$ cat config.mk
export PLATFORM = sky130hd
export DESIGN_NAME = mpwc_top
export DESIGN_NICKNAME = d
export VERILOG_FILES = /design/src/include/mpwc_pkg.sv /design/src/verilog/mpwc_top.sv /design/src/verilog/mpwc_hold_timer.sv
export SDC_FILE = /design/constraint.sdc
export NUM_CORES = 1
export LEC_CHECK = 0
export ABC_CLOCK_PERIOD_IN_PS = 2450
export BUFFER_PORTS_ARGS = -buffer_cell sky130_fd_sc_hd__buf_2
export CAP_MARGIN = 20
export CORE_ASPECT_RATIO = 1.4
export CORE_UTILIZATION = 45
export CTS_CLUSTER_DIAMETER = 150
export CTS_CLUSTER_SIZE = 40
export DETAILED_ROUTE_END_ITERATION = 8
export HOLD_SLACK_MARGIN = 0.08
export PLACE_DENSITY = 0.64
export SLEW_MARGIN = 40
export SYNTH_ARGS = -nofsm -noshare
export SYNTH_HDL_FRONTEND = slang
export SYNTH_SLANG_ARGS = --single-unit
$ cat constraint.sdc
create_clock -name clk -period 2.45 [get_ports clk]
set_input_delay 0.735 -clock clk [delete_from_list [all_inputs] [get_ports clk]]
set_output_delay 0.735 -clock clk [all_outputs]
set_load 0.03 [all_outputs]
$ cat src/include/mpwc_pkg.sv
package mpwc_pkg;

	localparam int unsigned CLK_HZ        = 25_000_000;
	localparam int unsigned WAKE_HOLD_S   = 5;
	localparam int unsigned DETACH_MIN_MS = 1000;
	localparam int unsigned KEY_OFF_MS    = 3000;
	localparam int unsigned WAKE_CYC      = WAKE_HOLD_S * CLK_HZ;
	localparam int unsigned DETACH_CYC    = (DETACH_MIN_MS / 1000) * CLK_HZ + 1;
	localparam int unsigned KEY_OFF_CYC   = (KEY_OFF_MS / 1000) * CLK_HZ;
	localparam int unsigned CNT_W         = 28;

	typedef enum logic [2:0] {
		MPWC_OFF,
		MPWC_ON,
		MPWC_DETACH,
		MPWC_FAST,
		MPWC_PSM,
		MPWC_HALT
	} mpwc_state_t;

endpackage

$ cat src/verilog/mpwc_top.sv
module mpwc_top
	import mpwc_pkg::*;
#(
	parameter int unsigned WAKE_CYCLES   = WAKE_CYC,
	parameter int unsigned DETACH_CYCLES = DETACH_CYC,
	parameter int unsigned KEY_OFF_CYCLES = KEY_OFF_CYC
) (
	input  wire logic clk,
	input  wire logic rst_n,
	input  wire logic wake_key_n,
	input  wire logic fast_gpio,
	input  wire logic fast_shutdown_command,
	input  wire logic shutdown_command,
	input  wire logic system_halt_command,
	input  wire logic psm_enable,
	input  wire logic psm_timer_expired,
	input  wire logic psm_wake_due,
	input  wire logic unconditional_req,
	output logic      power_on_indicator,
	output logic      baseband_on,
	output logic      detach_active,
	output logic      module_reset
);

	initial begin
		if (WAKE_CYCLES < 1 || DETACH_CYCLES < 1 || KEY_OFF_CYCLES < 1)
			$error("mpwc_top: timing counts must be at least one");
		if (DETACH_CYCLES >= (64'h1 << CNT_W))
			$error("mpwc_top: detach count too wide for counter");
	end

	// ****************************************
	// State
	// ****************************************
	typedef struct packed {
		mpwc_state_t      st;
		logic             gs1;
		logic             gs2;
		logic             gs3;
		logic             armed;
		logic [CNT_W-1:0] dcnt;
		logic             ind;
		logic             bb;
		logic             det;
		logic             rst;
	} mpwc_reg_t;

	mpwc_reg_t r;
	mpwc_reg_t next_r;

	logic wake_done;
	logic off_done;
	logic key_low;
	logic fast_edge;

	assign key_low   = !wake_key_n;
	assign fast_edge = r.gs3 && !r.gs2;

	// ****************************************
	// Key hold timers
	// ****************************************
	mpwc_hold_timer #(
		.LIMIT (WAKE_CYCLES)
	) u_wake (
		.clk   (clk),
		.rst_n (rst_n),
		.run   (key_low && (r.st == MPWC_OFF
			|| (r.st == MPWC_PSM && r.armed))),
		.done  (wake_done)
	);

	mpwc_hold_timer #(
		.LIMIT (KEY_OFF_CYCLES)
	) u_keyoff (
		.clk   (clk),
		.rst_n (rst_n),
		.run   (key_low && r.st == MPWC_ON),
		.done  (off_done)
	);

	// ****************************************
	// Sequencer
	// ****************************************
	always_comb begin
		next_r = r;
		next_r.gs1 = fast_gpio;
		next_r.gs2 = r.gs1;
		next_r.gs3 = r.gs2;
		next_r.dcnt = '0;
		next_r.armed = (r.st == MPWC_PSM)
			&& (r.armed || !key_low);
		case (r.st)
			MPWC_OFF: begin
				if (wake_done)
					next_r.st = MPWC_ON;
			end
			MPWC_ON: begin
				if (unconditional_req || system_halt_command)
					next_r.st = MPWC_HALT;
				else if (fast_edge || fast_shutdown_command)
					next_r.st = MPWC_FAST;
				else if (shutdown_command || off_done)
					next_r.st = MPWC_DETACH;
				else if (psm_enable && psm_timer_expired)
					next_r.st = MPWC_PSM;
			end
			MPWC_DETACH: begin
				next_r.dcnt = r.dcnt + CNT_W'(1);
				if (r.dcnt >= CNT_W'(DETACH_CYCLES - 1))
					next_r.st = MPWC_OFF;
			end
			MPWC_FAST: begin
				next_r.st = MPWC_OFF;
			end
			MPWC_PSM: begin
				if (wake_done || psm_wake_due)
					next_r.st = MPWC_ON;
			end
			MPWC_HALT: begin
				if (!unconditional_req)
					next_r.st = MPWC_OFF;
			end
			default: next_r.st = MPWC_OFF;
		endcase
		next_r.ind = (next_r.st != MPWC_OFF) && (next_r.st != MPWC_PSM)
			&& (next_r.st != MPWC_HALT);
		next_r.bb  = next_r.ind;
		next_r.det = (next_r.st == MPWC_DETACH);
		next_r.rst = (next_r.st == MPWC_HALT);
	end

	always_ff @(posedge clk or negedge rst_n) begin
		if (!rst_n) begin
			r    <= '0;
			r.st <= MPWC_OFF;
		end else begin
			r <= next_r;
		end
	end

	assign power_on_indicator = r.ind;
	assign baseband_on        = r.bb;
	assign detach_active      = r.det;
	assign module_reset       = r.rst;

	// ****************************************
	// Checks
	// ****************************************
	AST_WAKE: assert property (@(posedge clk) disable iff (!rst_n)
		(r.st == MPWC_PSM && wake_done && !psm_wake_due)
		|=> r.st == MPWC_ON)
		else $error("key wake ignored");
	AST_PSM: assert property (@(posedge clk) disable iff (!rst_n)
		(r.st == MPWC_ON && psm_enable && psm_timer_expired
		&& !unconditional_req && !system_halt_command && !fast_edge
		&& !fast_shutdown_command && !shutdown_command && !off_done)
		|=> r.st == MPWC_PSM && !power_on_indicator)
		else $error("no power saving entry");
	AST_FASTGPIO: assert property (@(posedge clk) disable iff (!rst_n)
		(r.st == MPWC_ON && fast_edge && !unconditional_req
		&& !system_halt_command) |=> r.st == MPWC_FAST ##1 r.st == MPWC_OFF)
		else $error("gpio fast shutdown missed");
	AST_FASTCMD: assert property (@(posedge clk) disable iff (!rst_n)
		(r.st == MPWC_ON && fast_shutdown_command && !unconditional_req
		&& !system_halt_command) |=> r.st == MPWC_FAST)
		else $error("fast command missed");
	AST_DETACH: assert property (@(posedge clk) disable iff (!rst_n)
		$rose(r.st == MPWC_DETACH) |-> (r.st == MPWC_DETACH)[*8])
		else $error("detach ended early");
	AST_SHDN: assert property (@(posedge clk) disable iff (!rst_n)
		(r.st == MPWC_ON && shutdown_command && !unconditional_req
		&& !system_halt_command && !fast_edge && !fast_shutdown_command)
		|=> ##1 detach_active)
		else $error("shutdown command ignored");
	AST_HALT: assert property (@(posedge clk) disable iff (!rst_n)
		(r.st == MPWC_HALT) |-> (module_reset && !power_on_indicator))
		else $error("halt not in reset");
	AST_IND: assert property (@(posedge clk) disable iff (!rst_n)
		(r.st == MPWC_ON) |=> power_on_indicator || r.st != MPWC_ON)
		else $error("indicator low while on");
	AST_OFF: assert property (@(posedge clk) disable iff (!rst_n)
		(r.st == MPWC_OFF) |=> (r.st == MPWC_OFF || r.st == MPWC_ON))
		else $error("illegal exit from off");
	AST_EDGE: assert property (@(posedge clk) disable iff (!rst_n)
		fast_edge |-> $past(fast_gpio, 3) && !$past(fast_gpio, 2)
		&& !$past(fast_edge))
		else $error("edge request without a pin fall");

	// ****************************************
	// Output and hold checks
	// ****************************************
	AST_TIED: assert property (@(posedge clk) disable iff (!rst_n)
		(r.st == MPWC_PSM && !r.armed && !psm_wake_due)
		|=> r.st == MPWC_PSM)
		else $error("unarmed key woke module");
	AST_KEYOFF: assert property (@(posedge clk) disable iff (!rst_n)
		(r.st == MPWC_ON && off_done && !unconditional_req
		&& !system_halt_command && !fast_edge && !fast_shutdown_command)
		|=> detach_active)
		else $error("key power-off ignored");
	AST_LOWIND: assert property (@(posedge clk) disable iff (!rst_n)
		(r.st == MPWC_PSM || r.st == MPWC_OFF)
		|-> !power_on_indicator && !baseband_on)
		else $error("indicator high while off");
	AST_PSMLINE: assert property (@(posedge clk) disable iff (!rst_n)
		(r.st == MPWC_PSM && unconditional_req && !wake_done
		&& !psm_wake_due) |=> r.st == MPWC_PSM && !module_reset)
		else $error("line shutdown acted in saving");
	AST_HALTHOLD: assert property (@(posedge clk) disable iff (!rst_n)
		(r.st == MPWC_HALT && unconditional_req) |=> r.st == MPWC_HALT)
		else $error("halt left while line held");
	AST_HALTOFF: assert property (@(posedge clk) disable iff (!rst_n)
		(r.st == MPWC_HALT && !unconditional_req)
		|=> r.st == MPWC_OFF && !detach_active)
		else $error("halt release not off");
	AST_RESTART: assert property (@(posedge clk) disable iff (!rst_n)
		(r.st == MPWC_PSM && !key_low) |=> !wake_done)
		else $error("wake timer kept count");
	AST_FASTOFF: assert property (@(posedge clk) disable iff (!rst_n)
		(r.st == MPWC_FAST) |=> r.st == MPWC_OFF && !power_on_indicator)
		else $error("fast power-down not off");
	AST_DETOUT: assert property (@(posedge clk) disable iff (!rst_n)
		(r.st == MPWC_DETACH) |-> detach_active && power_on_indicator)
		else $error("detach outputs wrong");

endmodule

$ cat src/verilog/mpwc_hold_timer.sv
module mpwc_hold_timer
	import mpwc_pkg::*;
#(
	parameter int unsigned LIMIT = 5
) (
	input  wire logic clk,
	input  wire logic rst_n,
	input  wire logic run,
	output logic      done
);

	initial begin
		if (LIMIT < 1 || LIMIT >= (64'h1 << CNT_W))
			$error("mpwc_hold_timer: LIMIT out of range");
	end

	typedef struct packed {
		logic [CNT_W-1:0] cnt;
		logic             done;
	} mpwc_tmr_t;

	mpwc_tmr_t r;
	mpwc_tmr_t next_r;

	// Counts while run is high, restarts when run drops
	always_comb begin
		next_r = r;
		next_r.done = 1'b0;
		if (!run) begin
			next_r.cnt = '0;
		end else if (r.cnt < CNT_W'(LIMIT - 1)) begin
			next_r.cnt = r.cnt + CNT_W'(1);
		end else begin
			next_r.done = 1'b1;
		end
	end

	always_ff @(posedge clk or negedge rst_n) begin
		if (!rst_n)
			r <= '0;
		else
			r <= next_r;
	end

	assign done = r.done;

endmodule

==> run metrics <==
outcome finished, final reports clean; Die Span Y 130 um; DR DRC count 0; sw power 1.03 mW; total setup buffers inserted after CTS 0; routed via count 4504; post-synthesis net count 590; Reg2Reg Depth 6; CP Max Fanout 12; hpwl dp 8.75 mm; FF/Latch Area 2400 um^2; crit end category register; Clock Pin Slew Worst Setup and Hold Paths 0.07 ns; final hold violations 0; worst path required time 2.72 ns; RSZ-0062 raised after global routing no; DP Area 5610 um^2; Synth-to-Final Area Change 12.9%; Routed Antenna Nets 0; Starting Density 46.3%; slew margin rel. 56.8%; maximum clock frequency 435 MHz; Post-synth EDFFs 0; Placed Instances 732; critical path launch point type register; layout cells sized above 1 11.3%; pin count of the biggest net entering global routing 42; worst r2r src u_keyoff.r[19]$_DFFE_PN0N_; # IOs 15; Rows 46; Yosys warnings 0; first-pass GRT wire length 20.5 mm; Final nets 614; minimum clock period 2.30 ns; max-cap violations 0; Worst Path Arrival 2.57 ns; syn_area_per_cell 9.13 um^2; cts bufs inserted 9; Internal 2.72 mW; Power Total 3.74 mW; 1st-pass router iterations 4; drt initial violations 275; die area 12100 um^2; Netlist cell types 57; share of flip-flops with an asynchronous set or reset 100%; kind of critical path register to register; design area 5930 um^2; Longest Clk Path Bufs 2; logic gate share of total power 14.2%; Clk pwr share 39.2%; switching share of power 27.4%; # H-tree levels 3; fill cell count 1031; setup violators final 0; antenna violations before repair 0; setup TNS 0 ns; final worst-path cycle share 93.8%; Root Buffer clkbuf_16; Tot GR Track Use 21.4%; clock sinks 96; Seq pwr share 46.6%; multi-input logic area 2730 um^2; Final GP Congestion 0.960; Synth Register Bits 96; synthesized area 5250 um^2; pin slew with the least headroom to its limit 0.647 ns; Final Routed Wirelength 12.2 mm; clk_skew 0.00850 ns; Slew Viols, Final 0; core box area 11300 um^2; Cells after Synth 575; Lkg Pwr 2.30 nW; Non-Filler Instances 747; hold crit path type input port to async pin; PortBufs 14; global route total overflow 0; dominant synthesized flop cell dfrtp_1; sequential-to-total area share from yosys stat 45.8%; number of global-route vias before repair 4392; die width 93.3 um; Peak VDD IR 0.000381 V; routed len/inst 16.3 um; CTS tree done; reg-to-reg slack, setup 0.15 ns; Vias/cell 6.03; Worst R2R End u_keyoff.r[25]$_DFFE_PN0N_; worst skew pair latency 0.34 ns; PD cells 631 nW/um^2; # diodes 0
[cell usage after synthesis (3+ instances only)]
library cell / instances / area share [%]
nand3_1: 33 / 3.1
xnor2_1: 5 / 0.83
or4_1: 27 / 3.9
or3_1: 23 / 2.7
xor2_1: 17 / 2.8
and2_1: 11 / 1.3
and3_1: 10 / 1.2
o31ai_1: 22 / 3.1
nand2_1: 48 / 3.4
nand2b_1: 14 / 1.7
o21ai_0: 19 / 1.8
o21a_1: 3 / 0.43
clkbuf_1: 17 / 1.2
nor2_1: 50 / 3.6
nor3_1: 8 / 0.76
a31oi_1: 6 / 0.72
nor4b_1: 3 / 0.50
ha_1: 4 / 0.95
mux2i_1: 10 / 1.9
buf_2: 3 / 0.29
inv_1: 9 / 0.64
nand4_1: 31 / 3.7
a21oi_1: 44 / 4.2
o21ai_1: 5 / 0.48
nor4_1: 14 / 1.7
buf_1: 3 / 0.21
a211o_1: 3 / 0.50
dfrtp_1: 96 / 46
[flip-flops by register name (all words and copies together) (netlist names)]
name and count:
baseband_on 1, u_wake.r 28, u_keyoff.r 28, u_wake.done 1, module_reset 1, r 33, detach_active 1, u_keyoff.done 1
next_r 2
[routing by layer]
metal / share of wire (%) / track usage, %
met1: 41 / 24.2
met2: 54 / 39.7
met3: 2.3 / 2.91
met4: 2.8 / 9.86
met5: 0 / 0
[power groups by stage]
| stage | logic [mW] | clock network, mW | registers (mW) |
|---|---|---|---|
| finish | 0.531 | 1.47 | 1.74 |
| global route | 0.592 | 1.56 | 1.75 |
| CTS | 0.539 | 1.50 | 1.74 |
| detailed placement | 0.536 | 0 | 1.77 |
| global placement | 0.528 | 0 | 1.76 |
| floorplan | 0.354 | 0 | 1.74 |
[cell families (layout without fill, tap and decap cells)]
logic type | Yosys count | count (layout) | share of synthesized area, %
and+or+nand+nor | 288 | 288 | 30.2
AOI/OAI and AO/OA | 121 | 121 | 14.8
DFF | 96 | 96 | 45.8
buffers and inverters | 34 | 62 | 2.72
xor gates and xnor gates | 22 | 22 | 3.67
muxes | 10 | 10 | 1.91
adders and majority gates | 4 | 4 | 0.954
[final cells by class]
cell class / count / area share [%]
Clock buffer: 11 / 3.93
Clock inverter: 4 / 1.18
Inverter: 9 / 0.570
Multi-Input combinational cell: 445 / 46.1
Sequential cell: 96 / 40.5
Tap cell: 144 / 3.04
Timing Repair Buffer: 38 / 4.69
[per-stage QoR]
step | setup WS [ns] | hold WS [ns] | util (%)
2_1_floorplan | 0.242 | 0.331 | -
3_3_place_gp | 0.203 | 0.336 | 49.5
3_5_place_dp | 0.105 | 0.377 | 49.5
4_1_cts | 0.0745 | 0.344 | 52.2
5_1_grt | 0.0134 | 0.362 | 52.3
6_report | 0.153 | 0.331 | 52.3
[critical path: stages, from the launching register on]
cell	delay [ns]
dfrtp_1	0.44
or4_4	0.57
o211ai_2	0.21
buf_4	0.17
nand2_2	0.13
or4_1	0.55
a21oi_1	0.16
[worst max-delay path by stage]
stage / from / end / slack (ns) / depth (start not counted)
floorplan: u_keyoff.r[19]$_DFFE_PN0N_ / u_keyoff.r[27]$_DFFE_PN0N_ / 0.24 / 6
global placement: u_keyoff.r[19]$_DFFE_PN0N_ / u_keyoff.r[20]$_DFFE_PN0N_ / 0.20 / 6
detailed placement: u_keyoff.r[25]$_DFFE_PN0N_ / u_keyoff.r[26]$_DFFE_PN0N_ / 0.10 / 5
CTS: u_keyoff.r[25]$_DFFE_PN0N_ / u_keyoff.r[26]$_DFFE_PN0N_ / 0.07 / 5
global route: u_keyoff.r[19]$_DFFE_PN0N_ / u_keyoff.r[7]$_DFFE_PN0N_ / 0.01 / 5
finish: u_keyoff.r[19]$_DFFE_PN0N_ / u_keyoff.r[25]$_DFFE_PN0N_ / 0.15 / 6
[placed cells by master, fill, tap and decap left out, types with 3 or more instances in the layout]
cell type | netlist | routed
nand2_1 | 48 | 48
xor2_1 | 17 | 17
nand3_1 | 33 | 32
clkbuf_16 | 0 | 9
a211o_1 | 3 | 3
nor2_1 | 50 | 49
ha_1 | 4 | 4
or3_1 | 23 | 23
nor3_1 | 8 | 8
nor4_1 | 14 | 12
xnor2_1 | 5 | 5
a31oi_1 | 6 | 6
nand2b_1 | 14 | 14
o21ai_1 | 5 | 5
nand4_1 | 31 | 31
buf_4 | 1 | 23
and2_1 | 11 | 11
o21a_1 | 3 | 3
o21ai_0 | 19 | 19
and3_1 | 10 | 10
mux2i_1 | 10 | 10
buf_2 | 3 | 13
inv_1 | 9 | 9
dfrtp_1 | 96 | 96
o31ai_1 | 22 | 22
a21oi_1 | 44 | 44
or4_1 | 27 | 27
[what timing repair did]
action / in CTS / in global routing
endpoints found under the setup margin: 0 / 4
gates resized for setup: 0 / 2
hold buffers: 0 / 0
(Power assumes the default switching activity.)
